## config.mk

```make
export PLATFORM = sky130hd
export DESIGN_NAME = wfl_core
export DESIGN_NICKNAME = d
export VERILOG_FILES = /design/src/hdl/wfl_pkg.sv /design/src/hdl/wfl_core.sv /design/src/hdl/wfl_led_chan.sv /design/src/hdl/wfl_tick_gen.sv
export VERILOG_INCLUDE_DIRS = /design/src /design/src/hdl
export SDC_FILE = /design/constraint.sdc
export NUM_CORES = 1
export LEC_CHECK = 0
export BUFFER_PORTS_ARGS = -buffer_cell sky130_fd_sc_hd__buf_2
export CORE_ASPECT_RATIO = 0.9
export CORE_UTILIZATION = 50
export DETAILED_ROUTE_END_ITERATION = 10
export GPL_TIMING_DRIVEN = 1
export PLACE_DENSITY = 0.72
export SLEW_MARGIN = 15
export SYNTH_ARGS = -nofsm -noshare
export SYNTH_HDL_FRONTEND = slang
export SYNTH_HIERARCHICAL = 1
export SYNTH_SLANG_ARGS = --single-unit
```

## constraint.sdc

```tcl
create_clock -name ref_clk_i -period 2.28 [get_ports ref_clk_i]
set_input_delay 0.684 -clock ref_clk_i [delete_from_list [all_inputs] [get_ports ref_clk_i]]
set_output_delay 0.684 -clock ref_clk_i [all_outputs]
set_load 0.01 [all_outputs]
```

## src/hdl/wfl_params.svh

```systemverilog
`ifndef WFL_PARAMS_SVH
`define WFL_PARAMS_SVH
// Bit positions in the wake mode control register
`define WFL_PREREQ_BIT 1
`define WFL_SOFT_EN_BIT 2
`define WFL_IRQ_UNMASK_BIT 3
`define WFL_RCVD_FLAG_BIT 4
// Bit positions in each LED configuration register
`define WFL_LED_WAKE_BIT 9
`define WFL_LED2_INV_BIT 14
`define WFL_LED_STRETCH_BIT 15
// Global interrupt enable position in the controller status register
`define WFL_GLOBAL_IRQ_EN_BIT 6
// Register reset values
`define WFL_MODE_RST 16'h0000
`define WFL_LED_RST 16'h0000
// Stretcher tick timing
`define WFL_CLK_HZ 100000000
`define WFL_TICK_HZ 38
`define WFL_TICK_CYCLES (`WFL_CLK_HZ / `WFL_TICK_HZ)
`define WFL_STRETCH_ONES 3'h7
`endif

```

## src/hdl/wfl_pkg.sv

```systemverilog
package wfl_pkg;
   typedef struct packed {
      logic transmitting_active;
      logic rx_match_active;
      logic rx_polarity_ok;
      logic receiving_active;
      logic link_good;
      logic jabber_active;
      logic full_duplex_up;
      logic collision;
   } wfl_status_t;

   typedef struct packed {
      logic wr;
      logic rd;
      logic [15:0] wdata;
   } wfl_reg_req_t;

   typedef enum logic [1:0] {
      WFL_NORMAL,
      WFL_DRAIN,
      WFL_SUSPEND
   } wfl_state_t;
endpackage

```

## src/hdl/wfl_core.sv

```systemverilog
// Summary of operation
// - Four LED outputs; one always shows twisted-pair link status.
// - Each programmable LED ANDs status signals with enables, then ORs them.
// - Status inputs: collision, duplex, jabber, link, rx, polarity, match, tx.
// - Each programmable LED may bypass its pulse stretcher.
// - Stretcher is a three-stage zero-fill shift register on a 38 Hz tick.
// - Active OR term sets all three stages at once.
// - Wake mode entry waits for transfers in progress, then suspends traffic.
// - Wake frame holds station address sixteen times in a row, LSB first.
// - Register accesses keep working while suspended in wake mode.
// - In wake mode every received frame is discarded from the FIFO.
// - With prerequisite set, sleep pin low enters wake mode, high leaves.
// - Software enable bit forces wake mode once prerequisite is set; clearing it returns to normal.
// - Prerequisite bit turns the sleep pin into a wake enable input.
// - Wake frame sets received flag; writing one clears it.
// - Interrupt unmask bit gates the received flag toward the interrupt pin.
// - Interrupt needs both unmask bit and global interrupt enable.
// - Any LED lights on wake frame when its wake enable bit is set.
// - LED 2 polarity can be inverted by its config bit.
// - Wake LED indication clears on stop, reset-register read, or any mode write with the software enable bit zero.
// - Wake bits clear on reset or reset-register read; unmask also on stop.
// - Interrupt stays inactive when global interrupt enable is zero.
`timescale 1ns/100ps
`include "wfl_params.svh"
module wfl_core
   import wfl_pkg::*;
#(
   parameter logic [47:0] STATION_ADDR = 48'h0000000000a1
)
(
   input wire logic ref_clk_i,
   input wire logic rst_n_i,
   input wire wfl_reg_req_t mode_req_i,
   output logic [15:0] mode_rdata_o,
   input wire wfl_reg_req_t led1_req_i,
   input wire wfl_reg_req_t led2_req_i,
   input wire wfl_reg_req_t led3_req_i,
   output logic [15:0] led1_rdata_o,
   output logic [15:0] led2_rdata_o,
   output logic [15:0] led3_rdata_o,
   input wire logic reset_reg_rd_i,
   input wire logic stop_i,
   input wire logic global_irq_enable_i,
   input wire logic sleep_n_i,
   output logic sleep_o,
   input wire wfl_status_t status_i,
   input wire logic tx_busy_i,
   input wire logic rx_busy_i,
   input wire logic rx_valid_i,
   input wire logic rx_data_i,
   input wire logic rx_frame_i,
   output logic suspend_o,
   output logic rx_discard_o,
   output logic irq_o,
   output logic link_led_o,
   output logic [2:0] led_o
);
   logic wake_prereq;
   logic wake_soft_enable;
   logic wake_irq_unmask;
   logic wake_received_flag;
   logic wake_led;
   logic [15:0] led_cfg [3];
   wfl_reg_req_t led_req [3];
   logic [2:0] led_raw;
   logic tick;
   logic wake_req;
   logic hit;
   wfl_state_t state;
   wfl_state_t next_state;
   logic [47:0] addr_shift;
   logic [5:0] bit_cnt;
   logic [4:0] rep_cnt;
   logic [47:0] station_phys_addr;
   logic soft_clr;

   assign led_req[0] = led1_req_i;
   assign led_req[1] = led2_req_i;
   assign led_req[2] = led3_req_i;
   assign soft_clr = reset_reg_rd_i;

   // Prerequisite bit claims the sleep pin as a wake input
   assign wake_req = wake_soft_enable
      | (wake_prereq & ~sleep_n_i);
   assign sleep_o = ~wake_prereq & ~sleep_n_i;

   // Mode control bits; register path is never gated by suspend
   always_ff @(posedge ref_clk_i or negedge rst_n_i) begin
      if (!rst_n_i) begin
         wake_prereq <= 1'b0;
         wake_soft_enable <= 1'b0;
      end else if (soft_clr) begin
         wake_prereq <= 1'b0;
         wake_soft_enable <= 1'b0;
      end else if (mode_req_i.wr) begin
         wake_prereq <= mode_req_i.wdata[`WFL_PREREQ_BIT];
         // Soft enable is ignored until prerequisite is set
         wake_soft_enable <= mode_req_i.wdata[`WFL_SOFT_EN_BIT] & wake_prereq;
      end
   end

   always_ff @(posedge ref_clk_i or negedge rst_n_i) begin
      if (!rst_n_i) begin
         wake_irq_unmask <= 1'b0;
      end else if (soft_clr || stop_i) begin
         wake_irq_unmask <= 1'b0;
      end else if (mode_req_i.wr) begin
         wake_irq_unmask <= mode_req_i.wdata[`WFL_IRQ_UNMASK_BIT];
      end
   end

   // Hit wins over a write-one clear in the same cycle
   always_ff @(posedge ref_clk_i or negedge rst_n_i) begin
      if (!rst_n_i) begin
         wake_received_flag <= 1'b0;
      end else if (soft_clr) begin
         wake_received_flag <= 1'b0;
      end else if (hit) begin
         wake_received_flag <= 1'b1;
      end else if (mode_req_i.wr && mode_req_i.wdata[`WFL_RCVD_FLAG_BIT]) begin
         wake_received_flag <= 1'b0;
      end
   end

   always_ff @(posedge ref_clk_i or negedge rst_n_i) begin
      if (!rst_n_i) begin
         wake_led <= 1'b0;
      end else if (stop_i || soft_clr) begin
         wake_led <= 1'b0;
      end else if (hit) begin
         wake_led <= 1'b1;
      end else if (mode_req_i.wr && !mode_req_i.wdata[`WFL_SOFT_EN_BIT]) begin
         // Clearing is a write event, so a pin-started wake mode still lights
         wake_led <= 1'b0;
      end
   end

   always_comb begin
      mode_rdata_o = 16'h0000;
      mode_rdata_o[`WFL_PREREQ_BIT] = wake_prereq;
      mode_rdata_o[`WFL_SOFT_EN_BIT] = wake_soft_enable;
      mode_rdata_o[`WFL_IRQ_UNMASK_BIT] = wake_irq_unmask;
      mode_rdata_o[`WFL_RCVD_FLAG_BIT] = wake_received_flag;
   end

   // Both enables are required; global enable alone blocks the pin
   always_ff @(posedge ref_clk_i or negedge rst_n_i) begin
      if (!rst_n_i) begin
         irq_o <= 1'b0;
      end else begin
         irq_o <= wake_received_flag & wake_irq_unmask
            & global_irq_enable_i;
      end
   end

   // Drain lets frames in flight finish before traffic stops
   always_comb begin
      next_state = state;
      case (state)
         WFL_NORMAL: begin
            if (wake_req) begin
               next_state = WFL_DRAIN;
            end
         end
         WFL_DRAIN: begin
            if (!wake_req) begin
               next_state = WFL_NORMAL;
            end else if (!tx_busy_i && !rx_busy_i) begin
               next_state = WFL_SUSPEND;
            end
         end
         WFL_SUSPEND: begin
            if (!wake_req) begin
               next_state = WFL_NORMAL;
            end
         end
         default: next_state = WFL_NORMAL;
      endcase
   end

   always_ff @(posedge ref_clk_i or negedge rst_n_i) begin
      if (!rst_n_i) begin
         state <= WFL_NORMAL;
      end else begin
         state <= next_state;
      end
   end

   assign suspend_o = (state == WFL_SUSPEND);
   assign rx_discard_o = suspend_o & rx_frame_i;

   // No register path reaches the station address here, so a parameter holds it
   assign station_phys_addr = STATION_ADDR;

   // Bitwise matcher: sliding 48-bit window, count consecutive aligned copies
   always_ff @(posedge ref_clk_i or negedge rst_n_i) begin
      if (!rst_n_i) begin
         addr_shift <= 48'h000000000000;
         bit_cnt <= 6'h00;
         rep_cnt <= 5'h00;
      end else if (!suspend_o || !rx_frame_i) begin
         addr_shift <= 48'h000000000000;
         bit_cnt <= 6'h00;
         rep_cnt <= 5'h00;
      end else if (rx_valid_i) begin
         // LSB arrives first, so shift in from the top
         addr_shift <= {rx_data_i, addr_shift[47:1]};
         if (rep_cnt != 5'h00 && bit_cnt != 6'd47) begin
            bit_cnt <= bit_cnt + 6'h01;
         end else if ({rx_data_i, addr_shift[47:1]} == station_phys_addr) begin
            bit_cnt <= 6'h00;
            if (rep_cnt != 5'h10) begin
               rep_cnt <= rep_cnt + 5'h01;
            end
         end else if (rep_cnt != 5'h00) begin
            // Broken run: restart search from this bit
            bit_cnt <= 6'h00;
            rep_cnt <= 5'h00;
         end
      end
   end

   assign hit = suspend_o & rx_valid_i & (rep_cnt == 5'h0f) & (bit_cnt == 6'd47)
      & ({rx_data_i, addr_shift[47:1]} == station_phys_addr);

   wfl_tick_gen u_tick (
      .ref_clk_i(ref_clk_i),
      .rst_n_i(rst_n_i),
      .tick_o(tick)
   );

   genvar g;
   generate
      for (g = 0; g < 3; g++) begin : g_led
         always_ff @(posedge ref_clk_i or negedge rst_n_i) begin
            if (!rst_n_i) begin
               led_cfg[g] <= `WFL_LED_RST;
            end else if (led_req[g].wr) begin
               led_cfg[g] <= led_req[g].wdata;
            end
         end
         wfl_led_chan u_chan (
            .ref_clk_i(ref_clk_i),
            .rst_n_i(rst_n_i),
            .tick_i(tick),
            .status_i(status_i),
            .cfg_i(led_cfg[g]),
            .wake_led_i(wake_led),
            .led_o(led_raw[g])
         );
      end
   endgenerate

   assign led1_rdata_o = led_cfg[0];
   assign led2_rdata_o = led_cfg[1];
   assign led3_rdata_o = led_cfg[2];
   assign led_o[0] = led_raw[0];
   assign led_o[1] = led_raw[1] ^ led_cfg[1][`WFL_LED2_INV_BIT];
   assign led_o[2] = led_raw[2];

   // Dedicated link LED, not programmable
   always_ff @(posedge ref_clk_i or negedge rst_n_i) begin
      if (!rst_n_i) begin
         link_led_o <= 1'b0;
      end else begin
         link_led_o <= status_i.link_good;
      end
   end

   // Interrupt path
   chk_irq_gate: assert property (@(posedge ref_clk_i) disable iff (!rst_n_i)
      !global_irq_enable_i |=> !irq_o)
      else $error("irq without global enable");
   chk_irq_cause: assert property (@(posedge ref_clk_i) disable iff (!rst_n_i)
      irq_o |-> $past(wake_received_flag) && $past(wake_irq_unmask))
      else $error("irq without flag and unmask");
   chk_irq_set: assert property (@(posedge ref_clk_i) disable iff (!rst_n_i)
      wake_received_flag && wake_irq_unmask && global_irq_enable_i |=> irq_o)
      else $error("irq not raised");
   chk_irq_unmask: assert property (@(posedge ref_clk_i) disable iff (!rst_n_i)
      !wake_irq_unmask |=> !irq_o)
      else $error("irq while masked");
   chk_unmask_stop: assert property (@(posedge ref_clk_i) disable iff (!rst_n_i)
      stop_i |=> !wake_irq_unmask)
      else $error("unmask kept on stop");

   // Control register and received flag
   chk_hit_sets_flag: assert property (@(posedge ref_clk_i) disable iff (!rst_n_i)
      hit && !soft_clr |=> wake_received_flag)
      else $error("hit lost");
   chk_w0_keeps_flag: assert property (@(posedge ref_clk_i) disable iff (!rst_n_i)
      wake_received_flag && !soft_clr
      && !(mode_req_i.wr && mode_req_i.wdata[`WFL_RCVD_FLAG_BIT]) |=> wake_received_flag)
      else $error("flag dropped");
   chk_w1_clears: assert property (@(posedge ref_clk_i) disable iff (!rst_n_i)
      wake_received_flag && !hit && mode_req_i.wr && mode_req_i.wdata[`WFL_RCVD_FLAG_BIT]
      |=> !wake_received_flag)
      else $error("flag kept after write one");
   chk_flag_cause: assert property (@(posedge ref_clk_i) disable iff (!rst_n_i)
      $rose(wake_received_flag) |-> $past(hit))
      else $error("flag set without wake frame");
   chk_soft_refused: assert property (@(posedge ref_clk_i) disable iff (!rst_n_i)
      mode_req_i.wr && !wake_prereq |=> !wake_soft_enable)
      else $error("soft enable taken without prerequisite");
   chk_write_in_wake: assert property (@(posedge ref_clk_i) disable iff (!rst_n_i)
      suspend_o && mode_req_i.wr && !soft_clr
      |=> wake_prereq == $past(mode_req_i.wdata[`WFL_PREREQ_BIT]))
      else $error("write lost in wake mode");
   chk_reset_read: assert property (@(posedge ref_clk_i) disable iff (!rst_n_i)
      soft_clr |=> mode_rdata_o == 16'h0000)
      else $error("wake bits kept after reset read");

   // Mode sequencing
   chk_pin_entry: assert property (@(posedge ref_clk_i) disable iff (!rst_n_i)
      state == WFL_NORMAL && wake_prereq && !sleep_n_i |=> state == WFL_DRAIN)
      else $error("sleep pin ignored");
   chk_pin_exit: assert property (@(posedge ref_clk_i) disable iff (!rst_n_i)
      suspend_o && !wake_soft_enable && sleep_n_i |=> !suspend_o)
      else $error("sleep pin release ignored");
   chk_soft_entry: assert property (@(posedge ref_clk_i) disable iff (!rst_n_i)
      state == WFL_NORMAL && wake_soft_enable |=> state == WFL_DRAIN)
      else $error("soft enable ignored");
   chk_leave_wake: assert property (@(posedge ref_clk_i) disable iff (!rst_n_i)
      suspend_o && !wake_req |=> !suspend_o)
      else $error("wake mode not left");
   chk_drain_wait: assert property (@(posedge ref_clk_i) disable iff (!rst_n_i)
      state == WFL_DRAIN && (tx_busy_i || rx_busy_i) |=> state != WFL_SUSPEND)
      else $error("suspended during traffic");
   chk_drain_done: assert property (@(posedge ref_clk_i) disable iff (!rst_n_i)
      state == WFL_DRAIN && wake_req && !tx_busy_i && !rx_busy_i |=> suspend_o)
      else $error("drain did not finish");
   chk_discard: assert property (@(posedge ref_clk_i) disable iff (!rst_n_i)
      suspend_o && rx_frame_i |-> rx_discard_o)
      else $error("frame not discarded");
   chk_single_hit: assert property (@(posedge ref_clk_i) disable iff (!rst_n_i)
      hit |=> !hit)
      else $error("wake frame counted twice");

   // Indicators
   chk_led_wake_clr: assert property (@(posedge ref_clk_i) disable iff (!rst_n_i)
      stop_i |=> !wake_led)
      else $error("wake led held after stop");
   chk_wake_led_set: assert property (@(posedge ref_clk_i) disable iff (!rst_n_i)
      hit && !stop_i && !soft_clr |=> wake_led)
      else $error("wake led not set");
   chk_link_led: assert property (@(posedge ref_clk_i) disable iff (!rst_n_i)
      status_i.link_good |=> link_led_o)
      else $error("link led wrong");
   chk_link_led_off: assert property (@(posedge ref_clk_i) disable iff (!rst_n_i)
      !status_i.link_good |=> !link_led_o)
      else $error("link led lit on link down");
endmodule

```

## src/hdl/wfl_led_chan.sv

```systemverilog
`timescale 1ns/100ps
`include "wfl_params.svh"
module wfl_led_chan
   import wfl_pkg::*;
(
   input wire logic ref_clk_i,
   input wire logic rst_n_i,
   input wire logic tick_i,
   input wire wfl_status_t status_i,
   input wire logic [15:0] cfg_i,
   input wire logic wake_led_i,
   output logic led_o
);
   logic or_term;
   logic [2:0] stretch;

   // Gate every status signal with its enable, then OR
   assign or_term = |(status_i & cfg_i[7:0]);

   // Active term reloads all stages at once; tick shifts zeros in
   always_ff @(posedge ref_clk_i or negedge rst_n_i) begin
      if (!rst_n_i) begin
         stretch <= 3'h0;
      end else if (or_term) begin
         stretch <= `WFL_STRETCH_ONES;
      end else if (tick_i) begin
         stretch <= {stretch[1:0], 1'b0};
      end
   end

   // Stretcher output or direct OR, plus wake indication
   always_ff @(posedge ref_clk_i or negedge rst_n_i) begin
      if (!rst_n_i) begin
         led_o <= 1'b0;
      end else begin
         led_o <= (cfg_i[`WFL_LED_STRETCH_BIT] ? stretch[2] : or_term)
            | (wake_led_i & cfg_i[`WFL_LED_WAKE_BIT]);
      end
   end

   chk_stretch_load: assert property (@(posedge ref_clk_i) disable iff (!rst_n_i)
      or_term |=> stretch == `WFL_STRETCH_ONES)
      else $error("stretcher not loaded");
endmodule

```

## src/hdl/wfl_tick_gen.sv

```systemverilog
`timescale 1ns/100ps
`include "wfl_params.svh"
module wfl_tick_gen (
   input wire logic ref_clk_i,
   input wire logic rst_n_i,
   output logic tick_o
);
   localparam int unsigned TICK_N = `WFL_TICK_CYCLES;
   logic [21:0] count;

   // Free-running divider; one-cycle pulse per period
   always_ff @(posedge ref_clk_i or negedge rst_n_i) begin
      if (!rst_n_i) begin
         count <= 22'h000000;
         tick_o <= 1'b0;
      end else if (count == 22'(TICK_N - 1)) begin
         count <= 22'h000000;
         tick_o <= 1'b1;
      end else begin
         count <= count + 22'h000001;
         tick_o <= 1'b0;
      end
   end
endmodule

```

---- Yosys cells after proc, flatten, opt, wreduce, memory -nomap -nowiden ----
Cells that the tools add are included.
storage, ports and cells
  bits in registers ....................... 151
  input port bits ......................... 91
  output and inout bits ................... 72
  word-level logic and storage cells ...... 131
cells by class
  $add $sub $neg .......................... 3
  eq/ne operators ......................... 13
  muxes and demuxes ....................... 41
  bitwise logic cells ..................... 23
  reductions and logical operators ........ 29
operators with widths
  operator                 count
  $mux W48                 2
  $eq A48 B8 Y1 const B    1
  $mux W5                  6
  $mux W6                  5
  $and A8 B8 Y8            3
  $reduce_or A8 Y1         3
  $add A22 B1 Y22 const B  1
  $eq A22 B22 Y1 const B   1
  $mux W22                 1
  $mux W3                  6
  $mux W1                  16
  $and A1 B1 Y1            13
  $reduce_bool A2 Y1       6
  $reduce_bool A3 Y1       3
  $mux W2                  4
  $add A6 B1 Y6 const B    1
  $eq A6 B6 Y1 const B     1
  $ne A2 B2 Y1 const B     3
  $ne A6 B6 Y1 const B     1
  $pmux W2 S3              1
  $add A5 B1 Y5 const B    1
  $eq A5 B4 Y1 const B     1
  $logic_not A1 Y1         5
  $ne A5 B5 Y1 const B     1
  15 further kinds         23

---- Depth between registers and ports, before layout ----
Gate-level depths: netlist (run 1).
  depth after elaboration ................. 7
  gate-level depth with buffers ........... 8
  gate-level depth less buffers ........... 8

---- Modules after synthesis ----
Netlist (run 1), hierarchy kept.
by module, submodules not included
  module        times used  cells an instance  area an instance (µm²)  seq. area each (µm²)
  wfl_core      1           406                5,014.8                 2,877.8
  wfl_tick_gen  1           109                1,157.4                 575.6
  wfl_led_chan  3           17                 197.7                   100.1

---- Worst setup path before layout (run 1) ----
OpenSTA, ideal clock, no wires.
  path type ............................... input-to-output
  from .................................... input port rx_frame_i
  to ...................................... output port rx_discard_o
  arrival ................................. 1,621 ps
  setup slack ............................. -25 ps
  stages .................................. 5
  path through ............................ nand2_1 > buf_2 > buf_1 > buf_1 > inv_1
on the way
  cells in the longest elaborated chain, start to end .. 1
RTL lines
  what             RTL line         source
  start, declared  wfl_core.sv:51   input wire logic rx_frame_i,
  $and A1 B1 Y1    wfl_core.sv:190  assign rx_discard_o = suspend_o & rx_frame_i;
  end, declared    wfl_core.sv:53   output logic rx_discard_o,
No other way between the ends.

---- Final worst setup path (run 1) ----
  from .................................... register state[1]
  to ...................................... output port rx_discard_o
on the way
  cells in the longest elaborated chain, start to end .. 2
RTL lines
  what                    RTL line         source
  start, declared         wfl_core.sv:69   wfl_state_t state;
  start signal, assigned  wfl_core.sv:185  state <= next_state;
  $eq A2 B2 Y1            wfl_core.sv:189  assign suspend_o = (state == WFL_SUSPEND);
  $and A1 B1 Y1           wfl_core.sv:190
No other way between the ends.

==> impl_results.md, run 1 <==
* Setup_tns at 0 ns
* First-pass GRT wire length at 22.9 mm
* Total wire length at 13.7 mm
* Final instance area at 8240 µm²
* Overflow after GRT at 0
* Synth Flop Type: dfrtp_1
* Crit path cell chain: and2b_2 > nand2_1 > buf_6 > inv_1 > buf_2
* Final Cycle Share at 96.4%
* N_diodes at 0
* Top-area cell type share of the netlist area at 55.5%
* Pwr dens at 774 nW/µm²
* DRC at 0
* Die area at 14,000 µm²
* Cell variety after synth at 55
* I/O pin total at 163
* Gr usage total at 20.5%
* Syn avg cell area at 12.0 µm²
* Final Core Density at 63.7%
* Die Height at 112 µm
* CP Capture Type: primary output
* WP buf/inv at 3
* Synth warnings at 6
* Worst EP arrival at 1.51 ns
* Sequential area share after synthesis at 55.5%
* R2R cell count at 7
* Crit Path Class: flop to primary output
* Placed cell areas at 7580 µm²
* Levels on crit path at 5
* Clock-pin slew on the worst setup and hold paths at 0.06 ns
* Clk Latency, worst-skew pair at 0.41 ns
* Run status: completed
* DR iter-0 viols at 309
* Peak Freq at 455 MHz
* CTS buffer count at 17
* Lkg Pwr at 3.85 nW
* Worst hold path type: primary input to async pin
* Core region area at 12,900 µm²
* Slew @ Worst Pin at 0.510 ns
* Largest net degree at the start of global routing at 50
* Asr flop ratio synth at 100%
* Max Buffers Root-to-Sink at 2
* RSZ-0062 raised after global routing: no
* Max FO, Critical Path at 8
* Layout cells sized above 1 at 36.3%
* Layout area overhead at 21.8%
* Headroom to the max-slew limit at 65.7%
* Critical Path Source Type: flop
* Drt via density at 5.38
* Per-cell routed wire length at 15.6 µm
* Flops & latches, synth at 150
* Final min period at 2.20 ns
* Nets@finish at 798
* CTS Sinks at 150
* Final Hold Viols at 0
* Row Count at 39
* Syn Std Cell Area at 6770 µm²
* Cells taking the most area after synthesis: dfrtp_1 (55%), mux2i_1 (8.3%), mux2_2 (8.2%), nor2_1 (3.9%), buf_4 (2.3%)
* Max rail drop VDD at 0.000518 V
* Initial Util at 52.3%
* Max incr delay on CP at 0.39 ns
* Root Buffer: clkbuf_16
* CP top delay family: flip-flops
* Vias at 4,720
* Mapped Cells at 566
* Slew Viols, Final at 0
* # Max-Cap Violations at 0
* Vias in the first global route at 4,730
* Detail Placement HPWL at 9.81 mm
* CTS tree: built
* Clk_skew at 0.00574 ns
* Slowest stage cell, crit path: dfrtp_1
* CTS Hold Buffers Added at 0
* # H-tree levels at 4
* Final setup fails at 0
* DRT Pass-1 Iters at 4
* Cell with the most instances after synthesis: dfrtp_1
* Post-synth EDFFs at 0
* Post-route antenna net violation count at 0
* Commonest cells post-synth: dfrtp_1 (150), nor2_1 (70), mux2i_1 (56)
* I/O Buffers at 134
* Initial antenna violation count at 0
* Req. time, crit path at 1.60 ns
* Gp weighted congestion at 0.883
* Die X at 125 µm
* Yosys top cell by area: dfrtp_1
per-layer routing:
layer / GRT usage [%] / routed length [µm]
met5: 0 / 0
met4: 8.59 / 254
met3: 5.15 / 608
met2: 33.3 / 6830
met1: 26.2 / 5960
state kept, by name, indices dropped and copies added (netlist names):
signal,flops
addr_shift,47
u_tick/count,22
led1_rdata_o,16
led2_rdata_o,16
led3_rdata_o,16
g_led.u_chan/stretch,9
bit_cnt,6
rep_cnt,5
g_led.u_chan/led_o,3
state,2
irq_o,1
link_led_o,1
u_tick/tick_o,1
wake_irq_unmask,1
wake_led,1
wake_prereq,1
wake_received_flag,1
wake_soft_enable,1
repair_timing:
action,CTS,global route
setup buffers,0,0
endpoints found under the setup margin,0,2
resized for setup,0,3
path summary, 6_finish.rpt:
kind / start / end / slack (ns)
max in group asynchronous: rst_n_i / g_led[0].u_chan/led_o$_DFF_PN0_ / 1.48
min in group ref_clk_i: status_i[3] / link_led_o$_DFF_PN0_ / 0.45
setup reg to reg: bit_cnt[0]$_DFFE_PN0P_ / rep_cnt[3]$_DFFE_PN0P_ / 0.14
hold / removal: rst_n_i / addr_shift[29]$_DFFE_PN0P_ / 0.17
hold reg to reg: state[1]$_DFFE_PN0P_ / state[0]$_DFFE_PN0P_ / 0.46
setup / recovery: state[1]$_DFFE_PN0P_ / rx_discard_o / 0.08
metrics by stage:
| stage | setup slack (ns) | total power [mW] | std cells | hold slack (ns) |
|---|---|---|---|---|
| 5_1_grt | 0.0149 | 6.62 | 878 | 0.173 |
| 4_1_cts | 0.0311 | 6.45 | 878 | 0.170 |
| 3_5_place_dp | 0.00266 | 3.39 | 846 | 0.459 |
| 6_report | 0.0821 | 6.38 | 878 | 0.171 |
| 2_1_floorplan | 0.0762 | 3.14 | 577 | 0.388 |
| 3_3_place_gp | 0.116 | 3.37 | 846 | 0.438 |
area by class of cell:
class	instances	area, µm²
fill	967	4690
sequential	150	3750
multi-input combinational	373	2770
timing repair buffer	145	801
clock buffer	19	453
tap	164	205
clock inverter	13	203
inverter	14	52.6
logic make-up after synthesis:
group,after synthesis,share of synthesized area (%)
mux,105,16.4
flops,150,55.5
other cells,1,0.0554
compound gates,50,5.38
simple gates,181,14.9
fa+ha+maj,6,1.11
buf+inv,54,4.22
xor+xnor,19,2.46
power by group:
| group | internal (mW) | total [mW] | switching (mW) |
|---|---|---|---|
| Sequential | 2.76 | 2.83 | 0.0716 |
| Combinational | 0.245 | 0.507 | 0.262 |
| Clock | 1.99 | 3.04 | 1.05 |
cell usage in the layout (no fill, tap or decap), drive strengths merged, types with 15 or more instances in the layout:
cell type and instances:
nand2 29, nor4 16, a22oi 15, nor2 71, mux2 49, clkbuf 19
dfrtp 150, o21ai 15, buf 145, mux2i 56, nand3 15
No activity file was read; power rests on OpenSTA's default activity.
==> run 2: changes to the inputs <==
- RECOVER_POWER: unset -> 100
==> impl_results.md, run 2 (synthesis gave the netlist of run 1 again) <==
* Gp weighted congestion at 0.883 (unchanged)
* Sequential cell area at 3750 µm² (unchanged)
* Vias in the first global route at 4,730 (unchanged)
* Max Buffers Root-to-Sink at 2 (unchanged)
* Final Hold Viols at 0 (unchanged)
* Max reg flops at 47 (unchanged)
* Core region area at 12,900 µm² (unchanged)
* Overflow after GRT at 0 (unchanged)
* Largest net degree at the start of global routing at 50 (unchanged)
* Die X at 125 µm (unchanged)
* CTS buffer count at 17 (unchanged)
* Post-route antenna net violation count at 0 (unchanged)
* Clock-pin slew on the worst setup and hold paths at 0.06 ns (about the same)
* Total wire length at 13.7 mm (about the same)
* Lkg Pwr at 3.61 nW (was 3.85 nW)
* Top reg by flops: addr_shift (unchanged)
* Pwr dens at 788 nW/µm² (was 774 nW/µm²)
* I/O Buffers at 134 (unchanged)
* N_diodes at 0 (unchanged)
* Initial antenna violation count at 0 (unchanged)
* Final Cycle Share at 95.6% (was 96.4%)
* Clk_skew at 0.00577 ns (was 0.00574 ns)
* DRT Pass-1 Iters at 5 (was 4)
* Crit Path Class: flop to primary output (unchanged)
* Clk Latency, worst-skew pair at 0.41 ns (about the same)
* WHS at 0.408 ns (was 0.171 ns)
* Row Count at 39 (unchanged)
* DRC at 0 (unchanged)
* Critical Path Source Type: flop (unchanged)
* Req. time, crit path at 1.60 ns (about the same)
* Final WS setup at 0.0992 ns (was 0.0821 ns)
* Max FO, Critical Path at 8 (unchanged)
* Worst hold path type: primary input to async pin (unchanged)
* Setup_tns at 0 ns (unchanged)
* Final setup fails at 0 (unchanged)
* CP Capture Type: primary output (unchanged)
* DR iter-0 viols at 304 (was 309)
* Filler cells at 1,039 (was 967)
* Tot Pwr at 6.34 mW (was 6.38 mW)
* Flop2flop setup slack at 0.13 ns (was 0.14 ns)
* Per-cell routed wire length at 15.6 µm (about the same)
* Gr usage total at 20.5% (unchanged)
* Most frequent cells in the layout: dfrtp_1 (150), nor2_1 (70), buf_2 (69) (was dfrtp_1 (150), buf_2 (133), nor2_1 (70))
* Peak Freq at 459 MHz (was 455 MHz)
* # H-tree levels at 4 (unchanged)
* CTS tree: built (unchanged)
* Max rail drop VDD at 0.000517 V (was 0.000518 V)
* Dpl ws at 0.00266 ns (unchanged)
* CTS Sinks at 150 (unchanged)
* Root Buffer: clkbuf_16 (unchanged)
* # Max-Cap Violations at 0 (unchanged)
* Run status: completed (unchanged)
* RSZ-0062 raised after global routing: no (unchanged)
* Layout cells sized above 1 at 25.1% (was 36.3%)
* Final min period at 2.18 ns (was 2.20 ns)
* Slew @ Worst Pin at 0.969 ns (was 0.510 ns)
* Headroom to the max-slew limit at 35.4% (was 65.7%)
* Drt via density at 5.34 (was 5.38)
* Multi-input logic area at 2710 µm² (was 2770 µm²)
* Slew Viols, Final at 0 (unchanged)
* Die Height at 112 µm (unchanged)
* Most common cell after layout, fill and taps aside: dfrtp_1 (unchanged)
* I/O pin total at 163 (unchanged)
* Top Registers: addr_shift x47, u_tick/count x22 (unchanged)
* Layout area overhead at 18.9% (was 21.8%)
* Worst EP arrival at 1.50 ns (was 1.51 ns)
* First-pass GRT wire length at 22.9 mm (unchanged)
* Detail Placement HPWL at 9.81 mm (unchanged)
* Vias at 4,687 (was 4,720)
* Initial Util at 52.3% (unchanged)
* Die area at 14,000 µm² (unchanged)
* Nets@finish at 798 (unchanged)
==> run 2: cell types whose count changed in the layout (fill, tap and decap cells not counted), sizes merged <==
cell / delta
clkbuf: +71
buf: -71
==> run 2: path summary, 6_finish.rpt <==
kind	startpoint	endpoint	cells after the start
worst max-delay path	state[1]$_DFFE_PN0P_	rx_discard_o	5
worst min-delay path	rst_n_i	addr_shift[29]$_DFFE_PN0P_	1
worst max register to register	rep_cnt[0]$_DFFE_PN0P_	rep_cnt[0]$_DFFE_PN0P_	7
worst min register to register	state[1]$_DFFE_PN0P_	state[0]$_DFFE_PN0P_	1
max in group asynchronous	rst_n_i	g_led[0].u_chan/stretch[2]$_DFFE_PN0P_	2
min in group ref_clk_i	stop_i	wake_led$_DFFE_PN0P_	2
==> run 2: where the power goes <==
part,internal (mW),switching (mW)
sequential,2.76,0.0737
clock,1.99,1.05
combinational,0.204,0.258
==> run 2: metrics by stage <==
step,area (µm²),utilization [%],std cells
final,8050,62.2,878
after detailed placement,7580,58.6,846
after global routing,8050,62.2,878
after CTS,8230,63.7,878
after global placement,7580,58.6,846
after floorplan,6810,-,577
==> run 2: layout make-up <==
type / count / share of cell area (%)
timing repair buffer: 145 / 8.38
clock inverter: 13 / 2.52
multi-input combinational: 373 / 33.6
tap: 164 / 2.55
sequential: 150 / 46.6
inverter: 14 / 0.653
clock buffer: 19 / 5.63
==> run 2: layer usage <==
| metal | up-vias | track usage [%] | wire [µm] |
|---|---|---|---|
| li1 | 2233 | - | - |
| met5 | - | 0 | 0 |
| met4 | 0 | 8.59 | 263 |
| met2 | 109 | 33.3 | 6830 |
| met3 | 24 | 5.15 | 532 |
| met1 | 2321 | 26.2 | 6070 |
==> run 2: timing repair <==
action                                  in CTS  in global routing
buffers inserted                             0                  0
hold buffers                                 0                  0
endpoints found under the setup margin       0                  2
resized for setup                            0                  3
==> run 2: critical path: stages, from the launching register on <==
cell	delay, ns
dfrtp_1	0.38
and2b_2	0.24
nand2_1	0.14
buf_6	0.15
inv_1	0.04
clkbuf_2	0.12
==> run 3: changes to the inputs <==
- MAX_ROUTING_LAYER: unset -> met4
==> impl_results.md, run 3 (synthesis gave the netlist of run 1 again) <==
* Crit Path Class: flop to primary output (unchanged)
* DR iter-0 viols at 292 (was 304)
* Worst EP arrival at 1.50 ns (about the same)
* Initial Util at 52.3% (unchanged)
* Run status: completed (unchanged)
* Max FO, Critical Path at 8 (unchanged)
* Vias in the first global route at 4,731 (was 4,730)
* Net switching fraction of the power at 21.8% (about the same)
* Final instance area at 8050 µm² (unchanged)
* Nets@finish at 798 (unchanged)
* Peak Freq at 458 MHz (was 459 MHz)
* Worst reg2reg path endpoint: rep_cnt[0]$_DFFE_PN0P_ (unchanged)
* Req. time, crit path at 1.60 ns (about the same)
* Flop2flop setup slack at 0.13 ns (about the same)
* R2R cell count at 7 (unchanged)
* Most frequent cells in the layout: dfrtp_1 (150), nor2_1 (70), buf_2 (69) (unchanged)
* P_int at 4.96 mW (about the same)
* DR top layer: met4 (unchanged)
* Placed cells at 846 (unchanged)
* Post-CTS Setup Bufs at 0 (unchanged)
* RSZ-0062 raised after global routing: no (unchanged)
* I/O pin total at 163 (unchanged)
* Top Registers: addr_shift x47, u_tick/count x22 (unchanged)
* Max reg flops at 47 (unchanged)
* Layout cells sized above 1 at 25.1% (unchanged)
* Clock-pin slew on the worst setup and hold paths at 0.06 ns (about the same)
* Post_cts resized at 0 (unchanged)
* Comb power frac at 7.3% (about the same)
* WHS at 0.407 ns (was 0.408 ns)
* Clk_skew at 0.00560 ns (was 0.00577 ns)
* Top reg by flops: addr_shift (unchanged)
* Core region area at 12,900 µm² (unchanged)
* Headroom to the max-slew limit at 35.7% (was 35.4%)
* Most common cell after layout, fill and taps aside: dfrtp_1 (unchanged)
* Final Cycle Share at 95.7% (was 95.6%)
* Drt via density at 5.36 (was 5.34)
* Lkg Pwr at 3.61 nW (unchanged)
* Met3 wire len at 578 µm (was 532 µm)
* Filler cells at 1,039 (unchanged)
* # Max-Cap Violations at 0 (unchanged)
* Vias at 4,705 (was 4,687)
* Setup_tns at 0 ns (unchanged)
* Post-route antenna net violation count at 0 (unchanged)
* Max Buffers Root-to-Sink at 2 (unchanged)
* DRT met1 WL at 6.03 mm (was 6.07 mm)
* Layout area overhead at 18.9% (unchanged)
* I/O Buffers at 134 (unchanged)
* Slew Viols, Final at 0 (unchanged)
* Detail Placement HPWL at 9.81 mm (unchanged)
* Clock share of power at 48.0% (about the same)
* P_sw at 1.38 mW (about the same)
* DRC at 0 (unchanged)
* Final Hold Viols at 0 (unchanged)
* Gr usage total at 21.1% (was 20.5%)
* WL met2 at 6.90 mm (was 6.83 mm)
* Final setup fails at 0 (unchanged)
* Largest net degree at the start of global routing at 50 (unchanged)
* # H-tree levels at 4 (unchanged)
* DRT Pass-1 Iters at 4 (was 5)
* Slew @ Worst Pin at 0.964 ns (was 0.969 ns)
* CTS Hold Buffers Added at 0 (unchanged)
* N_diodes at 0 (unchanged)
* Final Core Density at 62.2% (unchanged)
* CTS buffer count at 17 (unchanged)
* Overflow after GRT at 0 (unchanged)
* Non-Filler Instances at 878 (unchanged)
* Final min period at 2.18 ns (about the same)
* Per-cell routed wire length at 15.6 µm (about the same)
* Flop pwr share at 44.7% (about the same)
* CTS tree: built (unchanged)
* Worst hold path type: primary input to async pin (unchanged)
* CTS Sinks at 150 (unchanged)
* Die X at 125 µm (unchanged)
* Clk Latency, worst-skew pair at 0.41 ns (about the same)
* Gp weighted congestion at 0.897 (was 0.883)
* Reg2Reg Launch Point: rep_cnt[0]$_DFFE_PN0P_ (unchanged)
* Max rail drop VDD at 0.000514 V (was 0.000517 V)
* Root Buffer: clkbuf_16 (unchanged)
* Die Height at 112 µm (unchanged)
* Placed cell areas at 7580 µm² (unchanged)
* Row Count at 39 (unchanged)
* First-pass GRT wire length at 22.9 mm (about the same)
* CP Capture Type: primary output (unchanged)
* Total wire length at 13.7 mm (about the same)
* Initial antenna violation count at 0 (unchanged)
* Pwr dens at 788 nW/µm² (about the same)
* Die area at 14,000 µm² (unchanged)
* Critical Path Source Type: flop (unchanged)
==> run 3: metal layers <==
layer / GRT usage, % / up-vias
li1: - / 2234
met1: 26.1 / 2340
met2: 33.4 / 113
met3: 5.72 / 18
met4: 7.63 / 0
met5: - / -
==> run 3: worst max path at each step <==
| stage | start | endpoint | slack, ns |
|---|---|---|---|
| after floorplan | rx_frame_i | rx_discard_o | 0.08 |
| after global placement | rx_data_i | rep_cnt[3]$_DFFE_PN0P_ | 0.12 |
| after detailed placement | rx_data_i | rep_cnt[3]$_DFFE_PN0P_ | 0.003 |
| after CTS | state[0]$_DFFE_PN0P_ | rx_discard_o | 0.03 |
| after global routing | rep_cnt[0]$_DFFE_PN0P_ | rep_cnt[0]$_DFFE_PN0P_ | 0.003 |
| final | state[1]$_DFFE_PN0P_ | rx_discard_o | 0.1 |
==> run 3: area by class of cell <==
cell class                 instances  area (µm²)  area share [%]
clock buffer                      19         453            5.63
clock inverter                    13         203            2.52
inverter                          14        52.6           0.653
multi-input combinational        373        2710            33.6
sequential                       150        3750            46.6
tap                              164         205            2.55
timing repair buffer             145         674            8.38
==> run 3: worst max-delay path: stages, from the launching register on <==
cell	delay, ns
dfrtp_1	0.38
and2b_2	0.24
nand2_1	0.14
buf_6	0.15
inv_1	0.04
clkbuf_2	0.12
==> run 3: stage by stage <==
stage                     setup slack (ns)  power, mW
after floorplan                     0.0762       3.14
after global placement               0.116       3.37
after detailed placement           0.00266       3.39
after CTS                           0.0311       6.45
after global routing               0.00293       6.58
final                               0.0988       6.34
==> run 3: power groups by stage <==
stage          sequential (mW)  clock, mW  combinational (mW)
4_1_cts                   2.83       3.11               0.516
3_3_place_gp              2.87          0               0.502
5_1_grt                   2.84       3.23               0.506
6_report                  2.83       3.04               0.462
3_5_place_dp              2.88          0               0.513
2_1_floorplan             2.91          0               0.230
